File: src/dsa_pkg.sv
// shared constants and types of the accumulator add/logic unit
package dsa_pkg;

  // ----------------------------------------------------------------
  // register byte offsets
  // ----------------------------------------------------------------
  localparam logic [7:0] OFS_CTRL    = 8'h00;
  localparam logic [7:0] OFS_STATUS  = 8'h04;
  localparam logic [7:0] OFS_ACC     = 8'h08;
  localparam logic [7:0] OFS_TEMP0   = 8'h0c;
  localparam logic [7:0] OFS_TEMP1   = 8'h10;
  localparam logic [7:0] OFS_TEMP2   = 8'h14;
  localparam logic [7:0] OFS_OPERAND = 8'h18;
  localparam logic [7:0] OFS_INSTR   = 8'h1c;
  localparam logic [7:0] OFS_LIMM    = 8'h20;
  localparam logic [7:0] OFS_REPEAT  = 8'h24;
  localparam logic [7:0] OFS_TIMING  = 8'h28;
  localparam logic [7:0] OFS_CYCLES  = 8'h2c;
  localparam logic [7:0] OFS_ADDR    = 8'h30;
  localparam logic [2:0] AUX_BANK    = 3'h2;  // paddr[7:5] of the aux bank at 0x40

  // ----------------------------------------------------------------
  // field positions
  // ----------------------------------------------------------------
  localparam int CTRL_SEXT     = 0;
  localparam int CTRL_SATM     = 1;
  localparam int CTRL_TMODE    = 2;
  localparam int CTRL_APTR_LSB = 4;
  localparam int CTRL_PAGE_LSB = 16;
  localparam int ST_CARRY      = 0;
  localparam int ST_OVF        = 1;
  localparam int ST_BUSY       = 2;
  localparam int ST_ERR        = 3;
  localparam int TIM_SAME      = 0;
  localparam int TIM_OPEXT     = 1;
  localparam int TIM_CODEEXT   = 2;
  localparam int TIM_P_LSB     = 8;
  localparam int TIM_D_LSB     = 12;

  // ----------------------------------------------------------------
  // reset values
  // ----------------------------------------------------------------
  localparam logic [31:0] ACC_RESET  = 32'h0000_0000;
  localparam logic [15:0] WORD_RESET = 16'h0000;
  localparam logic [3:0]  WAIT_RESET = 4'h0;

  // ----------------------------------------------------------------
  // opcode patterns and arithmetic limits
  // ----------------------------------------------------------------
  localparam logic [7:0]  OPC_ADD_SHT = 8'h63;
  localparam logic [7:0]  OPC_ADD_UNS = 8'h62;
  localparam logic [7:0]  OPC_ANDM    = 8'h6e;
  localparam logic [7:0]  OPC_AUX_ADD = 8'h78;
  localparam logic [11:0] OPC_ANDL   = 12'hbfb;
  localparam logic [15:0] OPC_ANDL16 = 16'hbe81;
  localparam logic [4:0]  SHIFT_16   = 5'h10;
  localparam logic [31:0] ACC_POS_MAX = 32'h7fff_ffff;
  localparam logic [31:0] ACC_NEG_MAX = 32'h8000_0000;

  // indirect-address update codes in instruction bits 6:4
  localparam logic [2:0] IND_INC   = 3'h1;
  localparam logic [2:0] IND_DEC   = 3'h2;
  localparam logic [2:0] IND_INC0  = 3'h3;
  localparam logic [2:0] IND_DEC0  = 3'h4;
  localparam logic [2:0] IND_BINC0 = 3'h5;
  localparam logic [2:0] IND_BDEC0 = 3'h6;

  // cycle figures
  localparam logic [15:0] CYC_ONE = 16'h0001;
  localparam logic [15:0] CYC_TWO = 16'h0002;

  typedef enum logic {DSA_IDLE, DSA_EXEC} dsa_state_type;
  typedef enum logic [2:0] {OP_NONE, OP_ADD_SHT, OP_ADD_UNS, OP_ANDM, OP_AUX_ADD, OP_ANDL}
    dsa_op_type;

endpackage : dsa_pkg

File: src/dsa_acc_adder.sv
// shifting 32-bit accumulator adder with carry, overflow and saturation
module dsa_acc_adder
  import dsa_pkg::*;
(
  // operands
  input  wire logic [31:0] acc_in,
  input  wire logic [15:0] operand,
  input  wire logic [3:0]  shift,
  input  wire logic        sign_ext,
  input  wire logic        saturate,
  // result
  output logic      [31:0] sum,
  output logic             carry,
  output logic             overflow
);

  logic [31:0] ext_op;
  logic [31:0] shifted;
  logic [32:0] raw;

  assign ext_op   = sign_ext ? {{16{operand[15]}}, operand} : {16'h0000, operand};
  assign shifted  = ext_op << shift;
  assign raw      = {1'b0, acc_in} + {1'b0, shifted};
  assign carry    = raw[32];
  assign overflow = (acc_in[31] == shifted[31]) && (raw[31] != acc_in[31]);
  assign sum      = (overflow && saturate) ?
                    (acc_in[31] ? ACC_NEG_MAX : ACC_POS_MAX) : raw[31:0];

endmodule : dsa_acc_adder

File: src/dsa_core.sv
// accumulator add/logic execution unit with APB register access
// Behaviour
// - add_shifted_by_temp shifts the operand left by shift_temp_register[3:0] and add_unsigned_operand it to the accumulator.
// - add_shifted_by_temp sign-extends the operand only when sign_extension_mode is 1.
// - the shifted add sets carry on carry-out, clears it otherwise, and updates overflow_flag.
// - with temp_reg_mode_bit clear a load of primary_temp_register writes all three temp registers.
// - add_shifted_by_temp takes a 7-bit direct offset or indirect addressing with optional new pointer, one word.
// - memory add_unsigned_operand and ANDs take one cycle, two in a shared single_access_ram block, n+1 under repeat.
// - aux_add_immediate add_unsigned_operand its 8-bit constant to the selected auxiliary_register and stores it back.
// - aux_add_immediate is unsigned arithmetic in the aux_reg_arith_unit and changes no status bit.
// - aux_add_immediate cannot be repeated and takes 1 cycle, or 1+p with external code.
// - memory AND combines the operand with accumulator_low_half and zeroes accumulator_high_half.
// - long-immediate AND shifts the zero-extended constant and ANDs it, ignoring sign_extension_mode.
// - long-immediate AND is two words, cannot be repeated, and takes 2 or 2+2p cycles.
// - long-immediate AND has a separate opcode form for a shift of 16.
// - an external operand costs 1+d cycles single and n+nd under repeat.
// - add_unsigned_operand zero-extends the operand regardless of sign_extension_mode.
//
// The APB register port and the register offsets were left to the implementer.
module dsa_core
  import dsa_pkg::*;
(
  // clock and reset
  input  wire logic        clk_sys,
  input  wire logic        sys_rst,
  // apb slave
  input  wire logic        psel,
  input  wire logic        penable,
  input  wire logic        pwrite,
  input  wire logic [7:0]  paddr,
  input  wire logic [31:0] pwdata,
  output logic      [31:0] prdata,
  output logic             pready,
  output logic             pslverr
);

  // ----------------------------------------------------------------
  // state
  // ----------------------------------------------------------------
  typedef struct packed {
    dsa_state_type    st;
    dsa_op_type       op;
    logic             sext;
    logic             satm;
    logic             tmode;
    logic [2:0]       aptr;
    logic [8:0]       page;
    logic             carry;
    logic             ovf;
    logic             err;
    logic [31:0]      acc;
    logic [15:0]      temp0;
    logic [15:0]      temp1;
    logic [15:0]      temp2;
    logic [15:0]      operand;
    logic [15:0]      instr;
    logic [15:0]      limm;
    logic [15:0]      reps;
    logic             same_blk;
    logic             op_ext;
    logic             code_ext;
    logic [3:0]       pw;
    logic [3:0]       dw;
    logic [7:0][15:0] aux;
    logic [15:0]      cycles;
    logic [15:0]      cnt;
    logic [15:0]      iter;
    logic [15:0]      addr;
    logic [31:0]      rdata;
  } dsa_core_state_type;

  dsa_core_state_type s_q;
  dsa_core_state_type s_d;

  // ----------------------------------------------------------------
  // decode helpers
  // ----------------------------------------------------------------
  function automatic dsa_op_type classify(input logic [15:0] w);
    if (w[15:8] == OPC_ADD_SHT) begin
      classify = OP_ADD_SHT;
    end else if (w[15:8] == OPC_ADD_UNS) begin
      classify = OP_ADD_UNS;
    end else if (w[15:8] == OPC_ANDM) begin
      classify = OP_ANDM;
    end else if (w[15:8] == OPC_AUX_ADD) begin
      classify = OP_AUX_ADD;
    end else if (w[15:4] == OPC_ANDL || w == OPC_ANDL16) begin
      classify = OP_ANDL;
    end else begin
      classify = OP_NONE;
    end
  endfunction : classify

  function automatic logic [15:0] cycle_count(input dsa_op_type k, input logic [15:0] n,
                                              input logic same, input logic opx,
                                              input logic cdx, input logic [3:0] p,
                                              input logic [3:0] d);
    logic [15:0] pp;
    logic [15:0] dd;
    pp = {12'h000, p};
    dd = {12'h000, d};
    case (k)
      OP_AUX_ADD: begin
        cycle_count = CYC_ONE + (cdx ? pp : WORD_RESET);
      end
      OP_ANDL: begin
        cycle_count = CYC_TWO + (cdx ? 16'(pp << 1) : WORD_RESET);
      end
      default: begin
        cycle_count = n + (opx ? 16'(n * dd) : WORD_RESET)
                    + ((opx && cdx) ? CYC_ONE : WORD_RESET)
                    + (cdx ? pp : WORD_RESET)
                    + ((same && !opx && !cdx) ? CYC_ONE : WORD_RESET);
      end
    endcase
  endfunction : cycle_count

  // ----------------------------------------------------------------
  // datapath
  // ----------------------------------------------------------------
  logic        busy;
  logic        acc_wr;
  logic        acc_rd;
  logic        hit;
  logic [31:0] rd_mux;
  logic [31:0] add_sum;
  logic        add_carry;
  logic        add_ovf;
  logic [31:0] and_mask;
  logic [15:0] cur_aux;
  logic [15:0] aux_step;
  logic [15:0] new_aux;
  logic [15:0] n_eff;
  logic        is_rep;
  dsa_op_type  new_op;

  assign busy   = (s_q.st == DSA_EXEC);
  assign pready = !(busy && pwrite);
  assign acc_wr = psel && penable && pwrite && pready;
  assign acc_rd = psel && !penable && !pwrite;
  assign prdata = s_q.rdata;
  assign pslverr = psel && penable && !hit;
  assign n_eff  = (s_q.reps > CYC_ONE) ? s_q.reps : CYC_ONE;
  assign is_rep = (s_q.reps > CYC_ONE);
  assign new_op = classify(pwdata[15:0]);
  assign cur_aux = s_q.aux[s_q.aptr];

  dsa_acc_adder u_adder (
    .acc_in   (s_q.acc),
    .operand  (s_q.operand),
    .shift    ((s_q.op == OP_ADD_SHT) ? s_q.temp1[3:0] : 4'h0),
    .sign_ext ((s_q.op == OP_ADD_SHT) && s_q.sext),
    .saturate (s_q.satm),
    .sum      (add_sum),
    .carry    (add_carry),
    .overflow (add_ovf)
  );

  // long constant, zero-extended both ends, sign mode not consulted
  assign and_mask = (s_q.instr == OPC_ANDL16) ?
                    ({16'h0000, s_q.limm} << SHIFT_16) :
                    ({16'h0000, s_q.limm} << s_q.instr[3:0]);

  // indirect pointer step, unsigned
  always_comb begin
    case (s_q.instr[6:4])
      IND_INC:             aux_step = CYC_ONE;
      IND_DEC:             aux_step = 16'hffff;
      IND_INC0, IND_BINC0: aux_step = s_q.aux[0];
      IND_DEC0, IND_BDEC0: aux_step = 16'(WORD_RESET - s_q.aux[0]);
      default:             aux_step = WORD_RESET;
    endcase
  end
  assign new_aux = 16'(cur_aux + aux_step);

  always_comb begin
    hit    = 1'b1;
    rd_mux = 32'h0000_0000;
    if (paddr[7:5] == AUX_BANK && paddr[1:0] == 2'b00) begin
      rd_mux = {16'h0000, s_q.aux[paddr[4:2]]};
    end else begin
      case (paddr)
        OFS_CTRL: begin
          rd_mux[CTRL_SEXT]  = s_q.sext;
          rd_mux[CTRL_SATM]  = s_q.satm;
          rd_mux[CTRL_TMODE] = s_q.tmode;
          rd_mux[CTRL_APTR_LSB +: 3] = s_q.aptr;
          rd_mux[CTRL_PAGE_LSB +: 9] = s_q.page;
        end
        OFS_STATUS: begin
          rd_mux[ST_CARRY] = s_q.carry;
          rd_mux[ST_OVF]   = s_q.ovf;
          rd_mux[ST_BUSY]  = busy;
          rd_mux[ST_ERR]   = s_q.err;
        end
        OFS_ACC:     rd_mux = s_q.acc;
        OFS_TEMP0:   rd_mux = {16'h0000, s_q.temp0};
        OFS_TEMP1:   rd_mux = {16'h0000, s_q.temp1};
        OFS_TEMP2:   rd_mux = {16'h0000, s_q.temp2};
        OFS_OPERAND: rd_mux = {16'h0000, s_q.operand};
        OFS_INSTR:   rd_mux = {16'h0000, s_q.instr};
        OFS_LIMM:    rd_mux = {16'h0000, s_q.limm};
        OFS_REPEAT:  rd_mux = {16'h0000, s_q.reps};
        OFS_TIMING: begin
          rd_mux[TIM_SAME]    = s_q.same_blk;
          rd_mux[TIM_OPEXT]   = s_q.op_ext;
          rd_mux[TIM_CODEEXT] = s_q.code_ext;
          rd_mux[TIM_P_LSB +: 4] = s_q.pw;
          rd_mux[TIM_D_LSB +: 4] = s_q.dw;
        end
        OFS_CYCLES:  rd_mux = {16'h0000, s_q.cycles};
        OFS_ADDR:    rd_mux = {16'h0000, s_q.addr};
        default:     hit = 1'b0;
      endcase
    end
  end

  // ----------------------------------------------------------------
  // next state
  // ----------------------------------------------------------------
  always_comb begin
    s_d = s_q;
    if (acc_rd) begin
      s_d.rdata = rd_mux;
    end
    // register writes, only while idle (writes stall when busy)
    if (acc_wr && paddr[7:5] == AUX_BANK && paddr[1:0] == 2'b00) begin
      s_d.aux[paddr[4:2]] = pwdata[15:0];
    end else if (acc_wr) begin
      case (paddr)
        OFS_CTRL: begin
          s_d.sext  = pwdata[CTRL_SEXT];
          s_d.satm  = pwdata[CTRL_SATM];
          s_d.tmode = pwdata[CTRL_TMODE];
          s_d.aptr  = pwdata[CTRL_APTR_LSB +: 3];
          s_d.page  = pwdata[CTRL_PAGE_LSB +: 9];
        end
        OFS_STATUS: begin
          s_d.carry = pwdata[ST_CARRY];
          s_d.ovf   = s_q.ovf && !pwdata[ST_OVF];
          s_d.err   = s_q.err && !pwdata[ST_ERR];
        end
        OFS_ACC:   s_d.acc = pwdata;
        OFS_TEMP0: begin
          s_d.temp0 = pwdata[15:0];
          if (!s_q.tmode) begin
            s_d.temp1 = pwdata[15:0];
            s_d.temp2 = pwdata[15:0];
          end
        end
        OFS_TEMP1:   s_d.temp1 = pwdata[15:0];
        OFS_TEMP2:   s_d.temp2 = pwdata[15:0];
        OFS_OPERAND: s_d.operand = pwdata[15:0];
        OFS_LIMM:    s_d.limm = pwdata[15:0];
        OFS_REPEAT:  s_d.reps = pwdata[15:0];
        OFS_TIMING: begin
          s_d.same_blk = pwdata[TIM_SAME];
          s_d.op_ext   = pwdata[TIM_OPEXT];
          s_d.code_ext = pwdata[TIM_CODEEXT];
          s_d.pw       = pwdata[TIM_P_LSB +: 4];
          s_d.dw       = pwdata[TIM_D_LSB +: 4];
        end
        OFS_INSTR: begin
          s_d.instr = pwdata[15:0];
          if (new_op == OP_NONE ||
              (is_rep && (new_op == OP_AUX_ADD || new_op == OP_ANDL))) begin
            s_d.err = 1'b1;
          end else begin
            s_d.op     = new_op;
            s_d.st     = DSA_EXEC;
            s_d.iter   = (new_op == OP_AUX_ADD || new_op == OP_ANDL) ? CYC_ONE : n_eff;
            s_d.cycles = cycle_count(new_op, n_eff, s_q.same_blk, s_q.op_ext,
                                     s_q.code_ext, s_q.pw, s_q.dw);
            s_d.cnt    = s_d.cycles;
          end
        end
        default: begin
        end
      endcase
    end

    // execution: one operation per cycle for the first iter cycles
    if (busy) begin
      s_d.cnt = 16'(s_q.cnt - CYC_ONE);
      if (s_q.cnt <= CYC_ONE) begin
        s_d.st = DSA_IDLE;
      end
      if (s_q.iter != WORD_RESET) begin
        s_d.iter = 16'(s_q.iter - CYC_ONE);
        case (s_q.op)
          OP_ADD_SHT, OP_ADD_UNS: begin
            s_d.acc   = add_sum;
            s_d.carry = add_carry;
            s_d.ovf   = s_q.ovf || add_ovf;
          end
          OP_ANDM: begin
            s_d.acc = {16'h0000, s_q.acc[15:0] & s_q.operand};
          end
          OP_ANDL: begin
            s_d.acc = s_q.acc & and_mask;
          end
          OP_AUX_ADD: begin
            s_d.aux[s_q.aptr] = 16'(cur_aux + {8'h00, s_q.instr[7:0]});
          end
          default: begin
          end
        endcase
        // operand address and indirect pointer update per iteration
        if (s_q.op == OP_ADD_SHT || s_q.op == OP_ADD_UNS || s_q.op == OP_ANDM) begin
          if (!s_q.instr[7]) begin
            s_d.addr = {s_q.page, s_q.instr[6:0]};
          end else begin
            s_d.addr = cur_aux;
            s_d.aux[s_q.aptr] = new_aux;
            if (s_q.instr[3]) begin
              s_d.aptr = s_q.instr[2:0];
            end
          end
        end
      end
    end
  end

  // ----------------------------------------------------------------
  // state register
  // ----------------------------------------------------------------
  always_ff @(posedge clk_sys or posedge sys_rst) begin
    if (sys_rst) begin
      s_q          <= '0;
      s_q.st       <= DSA_IDLE;
      s_q.op       <= OP_NONE;
      s_q.acc      <= ACC_RESET;
      s_q.temp0    <= WORD_RESET;
      s_q.temp1    <= WORD_RESET;
      s_q.temp2    <= WORD_RESET;
      s_q.pw       <= WAIT_RESET;
      s_q.dw       <= WAIT_RESET;
    end else begin
      s_q <= s_d;
    end
  end

endmodule : dsa_core

File: config.mk
export PLATFORM = sky130hd
export DESIGN_NAME = dsa_core
export DESIGN_NICKNAME = d
export VERILOG_FILES = /design/src/dsa_pkg.sv /design/src/dsa_acc_adder.sv /design/src/dsa_core.sv
export SDC_FILE = /design/constraint.sdc
export NUM_CORES = 2
export LEC_CHECK = 0
export ABC_AREA = 1
export BUFFER_PORTS_ARGS = -buffer_cell sky130_fd_sc_hd__buf_2
export CAP_MARGIN = 20
export CORE_MARGIN = 2
export CORE_UTILIZATION = 40
export CTS_CLUSTER_DIAMETER = 120
export DETAILED_ROUTE_END_ITERATION = 6
export PLACE_DENSITY_LB_ADDON = 0.25
export SLEW_MARGIN = 30
export SYNTH_ARGS = -nofsm -noshare
export SYNTH_HDL_FRONTEND = slang
export SYNTH_SLANG_ARGS = --single-unit
File: constraint.sdc
create_clock -name clk_sys -period 21.5 [get_ports clk_sys]
set_input_delay 1.075 -clock clk_sys [delete_from_list [all_inputs] [get_ports clk_sys]]
set_output_delay 1.075 -clock clk_sys [all_outputs]
set_load 0.05 [all_outputs]
# Word level (Yosys, flattened, before mapping)
# Index checks and enable logic that the tools add are counted.
# Widths: inputs -> output; s select.
# classes
addsub,12
multipliers,1
n_lt_le_gt_ge,6
eq_ne,39
n_shift,2
n_mux,87
n_bitwise,4
n_reduce_logical,61
# ops
cell,count
$mux 128,8
$mux 32,14
$bwmux 128,3
$mux 177,2
$mux 16,14
$bmux 16 s3,2
$demux 16 s3,2
$pmux 16 s2,3
$pmux 32 s3,1
$pmux 8 s11,1
$pmux 16 s4,1
$mux 48,1
$eq 8x6->1 const B,5
$pmux 3 s13,1
$add 32x32->33,1
$pmux 3 s11,1
$add 16x1->16,2
$add 16x16->16,2
$and 32x32->32,1
$eq 16x16->1 const B,2
$eq 8x5->1 const B,4
$eq 8x7->1 const B,4
$shl 16x4->32,1
$shl 32x4->32,1
46 further kinds,135
# totals
regBits,401
in_bits,45
out_inout_bits,34
elab_cells,248

# Longest topological paths before layout
# depth
ltp_word,20
depth_mapped,33
depth_no_buf,33

# Cells and area by module
# Synthesis repeated with hierarchy kept, for this count alone.
# hier_totals
cells_unflattened,5156
hier_area_um2,33508.4
# by_module_without_submodules
module,n_inst,cells_per_inst,area_each_um2,seq_area_each_um2
dsa_core,1,4494,30309.1,10034.6
dsa_acc_adder,1,662,3199.3,0.0

# Least setup slack after synthesis
# Ideal clock, no wire load.
# synth_path
path_kind,register to register
startpoint,register s_q[236] (netlist bit)
endpoint,register s_q[75] (netlist bit)
setup_ns,0.132
t_arrival_ns,4.723
setup_slack_ns,16.645
path_stages_with_launch,29
synth_period_minus_slack_ns,4.855
cell_sequence,dfrtp_1 inv_1 nand4_1 nor2_1 nand4_1 nand2_1 nand2_1 fa_1 fa_1 fa_1 o31ai_1 inv_1 nor2_1 nor2_1 o21bai_1 a21oi_1 o21a_1 ha_1 ha_1 a21oi_1 o21ai_0 a21oi_1 nand2_1 nand2_1 nand2_1 nand2_1 nand3b_1 nand3_1 o211ai_1
# synth_between
elab_chain_cells,14
# synth_lines
element,line_no,source
"start, declared",dsa_core.sv:72,dsa_core_state_type s_q;
$gt 16x1->1,"dsa_core.sv:143, dsa_core.sv:144",
$mux 16,dsa_core.sv:143,assign n_eff = (s_q.reps > CYC_ONE) ? s_q.reps : CYC_ONE;
$mul 16x4->16,dsa_core.sv:110,cycle_count = n + (opx ? 16'(n * dd) : WORD_RESET)
$mux 16,dsa_core.sv:110,
$add 16x16->16,dsa_core.sv:110,
$add 16x1->16,dsa_core.sv:111,+ ((opx && cdx) ? CYC_ONE : WORD_RESET)
$add 16x4->16,dsa_core.sv:112,+ (cdx ? pp : WORD_RESET)
$add 16x1->16,dsa_core.sv:113,+ ((same && !opx && !cdx) ? CYC_ONE : WORD_RESET);
$pmux 16 s2,dsa_core.sv:102,case (k)
$mux 32,dsa_core.sv:265,if (new_op == OP_NONE ||
$mux 32,dsa_core.sv:230,case (paddr)
$mux 32,dsa_core.sv:229,end else if (acc_wr) begin
$mux 32,dsa_core.sv:227,if (acc_wr && paddr[7:5] == AUX_BANK && paddr[1:0] == 2'b00) begin
$mux 48,dsa_core.sv:283,if (busy) begin
# Parallel ways exist; a longest one is shown, timed or not. The select of a mux whose other input is x is not followed.
# A chain may end at the register's enable or synchronous reset.

# Final worst setup path
# layout_path
startpoint,register s_q[242] (netlist bit)
endpoint,register s_q[73] (netlist bit)
# Same word-level chain as after synthesis.

==> impl_metrics.py <==
metrics = {
    "setup_path": {
        "r2r.worst_path.cells": 27,
        "ff2ff_setup_slack_ps": 15750,
        "cpPeakStageDelay_ps": 520,
        "reg2reg_from": "s_q[242]$_DFFE_PP0P_",
        "cp_data_arrival_time_ps": 6310,
        "crit_type": "flop to flop",
        "cp_slowest_cell": "fa_1",
        "worstPathMaxFanout": 6,
        "reg2reg_to": "s_q[73]$_DFFE_PP0P_",
        "crit_path_start_kind": "flop",
        "cp_common_cell": "nand2_1",
        "cp.required_ps": 22060,
        "crit_path_end_kind": "flop",
    },
    "yosys": {
        "synth-seq-area-share_pct": 29.91,
        "async_reset_ff_share_pct": 100.0,
        "syn-instance-count": 5145,
        "synth_edf_count": 0,
        "synth_warnings": 0,
        "avgSynthCellArea_sq_um": 6.521,
        "synthFlopType": "dfrtp_1",
        "postSynthNetCount": 5325,
        "yosysUniqueCellTypes": 72,
        "synth-seq-cells": 401,
        "yosysMostFrequentCell": "nand2_1",
        "synth_top_area_share_pct": 29.91,
        "synth_largest_area_cell": "dfrtp_1",
        "synth_common_cells": "nand2_1 (1429), inv_1 (622), o21ai_0 (547)",
        "synth_area_sq_um": 33550,
        "synth_area_leaders": "dfrtp_1 (30%), nand2_1 (16%), o21ai_0 (8.2%), inv_1 (7.0%), a21oi_1 (4.7%)",
    },
    "detailed_routing": {
        "drc": 0,
        "wire_per_inst_microns": 24.23,
        "num_vias": 36580,
        "wirelength_mm": 149.6,
        "initialDrtViolationCount": 4784,
        "vias_per_cell": 5.925,
        "drt-pass1-iter-count": 6,
        "ant_nets": 0,
    },
    "sta": {
        "finalHoldViolCount": 0,
        "fin_crit_ps": 5747,
        "finalSetupTns_ps": 0,
        "rsz0062_at_grt": "no",
        "max_freq_mhz": 174.0,
        "min_period_over_period_pct": 26.73,
        "slew_headroom_pct": 24.74,
        "worst_slew_pin_slew_ps": 1121,
        "slew_viol_final": 0,
        "finalClockSkew_ps": 47.38,
        "setup_viol": 0,
    },
    "min_path": {
        "hold_class": "flop to flop",
        "hp-start": "prdata[28]$_DFFE_PP0P_",
        "holdPathEnd": "prdata[28]$_DFFE_PP0P_",
        "holdPathStages": 2,
    },
    "layout": {
        "syn_to_final_growth_pct": 7.742,
        "fin_util_pct": 43.40,
        "multi_input_area_sq_um": 19690,
        "drive_above_1_share_pct": 7.231,
        "fillers": 8972,
        "seq_area_sq_um": 10040,
        "nets": 5229,
    },
    "placed_design": {
        "routabilityCongestion": 1.012,
        "io_buffers": 78,
        "hpwlAfterDp_mm": 109.9,
    },
    "floorplanning": {
        "io_pins": 79,
        "die-area_sq_um": 86200,
        "die_x_microns": 293.6,
        "core_sq_um": 83290,
        "rows": 106,
        "die_h_microns": 293.6,
        "start_util_pct": 40.28,
    },
    "global_route": {
        "grt_start_max_net_pins": 86,
        "grt_pass1_vias": 33240,
        "grt-ovfl-total": 0,
        "grt_usage_pct": 33.66,
        "grt_pass1_wl_mm": 218.0,
        "antenna_found_initial": 10,
    },
    "clocking": {
        "clockRootBuffer": "clkbuf_16",
        "clock-sinks": 401,
        "cts.htree.levels": 2,
        "path_clk_slew_ps": 70,
        "ctsHoldBuffers": 0,
        "cts_tree": "done",
        "ctsResizeCount": 0,
        "clk_path_buf_depth": 3,
        "clk_latency_ps": 650,
        "postCtsSetupBuffers": 0,
        "cts_made_buffers": 51,
    },
    "pwr": {
        "ir_drop_mv": 0.06487,
        "p_per_area_nw_per_um2": 48.51,
        "p_leak_nw": 17.48,
    },
    "flow_run": {
        "maxCapViolCount": 0,
    },
    "run_status": {
        "status": "finished clean",
    },
}
[report_power, final]
part / switching, W / internal, W
registers: 0.00000122 / 0.000757
clock network: 0.000387 / 0.000518
logic: 0.0000773 / 0.0000142
[how the worst max path moves through the flow]
stage / from / endpoint / slack (ps)
4_1_cts: s_q[242]$_DFFE_PP0P_ / s_q[73]$_DFFE_PP0P_ / 15730
6_report: s_q[242]$_DFFE_PP0P_ / s_q[73]$_DFFE_PP0P_ / 15750
3_5_place_dp: s_q[242]$_DFFE_PP0P_ / s_q[73]$_DFFE_PP0P_ / 15780
5_1_grt: s_q[242]$_DFFE_PP0P_ / s_q[89]$_DFFE_PP0P_ / 15250
3_3_place_gp: s_q[242]$_DFFE_PP0P_ / s_q[89]$_DFFE_PP0P_ / 15860
2_1_floorplan: sys_rst / busy$_DFF_PP0_ / 9270
[metal layers]
metal	vias to the layer above	track usage (%)	routed length [microns]
met5	-	0	79
met4	12	16.84	8479
met3	498	7.054	16250
met2	2094	50.34	63280
met1	17190	45.98	61510
li1	16780	-	-
[layout by cell type, fill, tap and decap left out, types with 9 or more instances in the layout]
cell type / count
nand3b_1: 18
a31oi_1: 16
a211oi_1: 34
o31ai_1: 10
o21ai_0: 547
buf_2: 78
clkinv_1: 10
xnor2_1: 27
nand3_1: 307
nand2_1: 1425
a22oi_1: 25
o211ai_1: 44
o21a_1: 17
ha_1: 101
clkbuf_16: 51
nand2_2: 23
nor2_2: 24
a221oi_1: 38
nor2_1: 368
xor2_1: 18
a21oi_1: 317
a21o_1: 9
o21bai_1: 10
nor4_1: 11
dfrtp_1: 400
clkbuf_8: 12
buf_4: 53
clkbuf_1: 9
o21ai_1: 37
nor3_1: 28
inv_1: 619
fa_1: 34
clkinv_2: 13
o22ai_1: 98
inv_2: 27
nand4_1: 68
o2111ai_1: 12
or2_2: 28
mux2i_1: 11
[cells by family (layout without fill, tap and decap cells)]
logic type	Yosys count	in the layout	share of synthesized area (%)
XOR/XNOR	48	48	1.309
multiplexers	15	15	0.4625
buffers and inverters	945	889	11.66
AO/OA/AOI/OAI	1251	1251	21.18
other	0	4	0
AND/OR/NAND/NOR	2350	2350	29.68
flip-flops	401	401	29.91
adder cells (fa/ha/maj)	135	135	5.796
[flip-flops by register name, indices dropped and copies added (netlist names)]
signal,count
prdata,32
busy,1
s_q,368
[per-stage QoR]
step	hold WS [ps]	power, W	cells	area (sq um)	setup slack (ps)
2_1_floorplan	442.5	0.0008202	5145	33550	9272
3_3_place_gp	457.7	0.0008598	6074	34330	15860
3_5_place_dp	460.8	0.0008599	6076	34370	15780
4_1_cts	475.6	0.001755	6169	36100	15730
5_1_grt	491.7	0.001793	6170	36140	15250
6_report	472.4	0.001754	6173	36150	15750
[area by class of cell]
class                   instances  area share (%)
flip-flops and latches        401           27.76
repair buffers                135           2.305
diodes                          4         0.02769
inverters                     661           6.909
clock inverters                21          0.7062
well taps                    1080           3.738
multi-input cells            3799           54.47
clock buffers                  72           4.081
[critical path, delay by kind of cell (launching register included)]
kind,cells,cell delay [ps]
adders and majority gates,5,2050
AOI/OAI and AO/OA,9,1780
and+or+nand+nor,10,1080
DFF,1,450
buffers and inverters,3,330
Power figures use the tool's default switching activity.
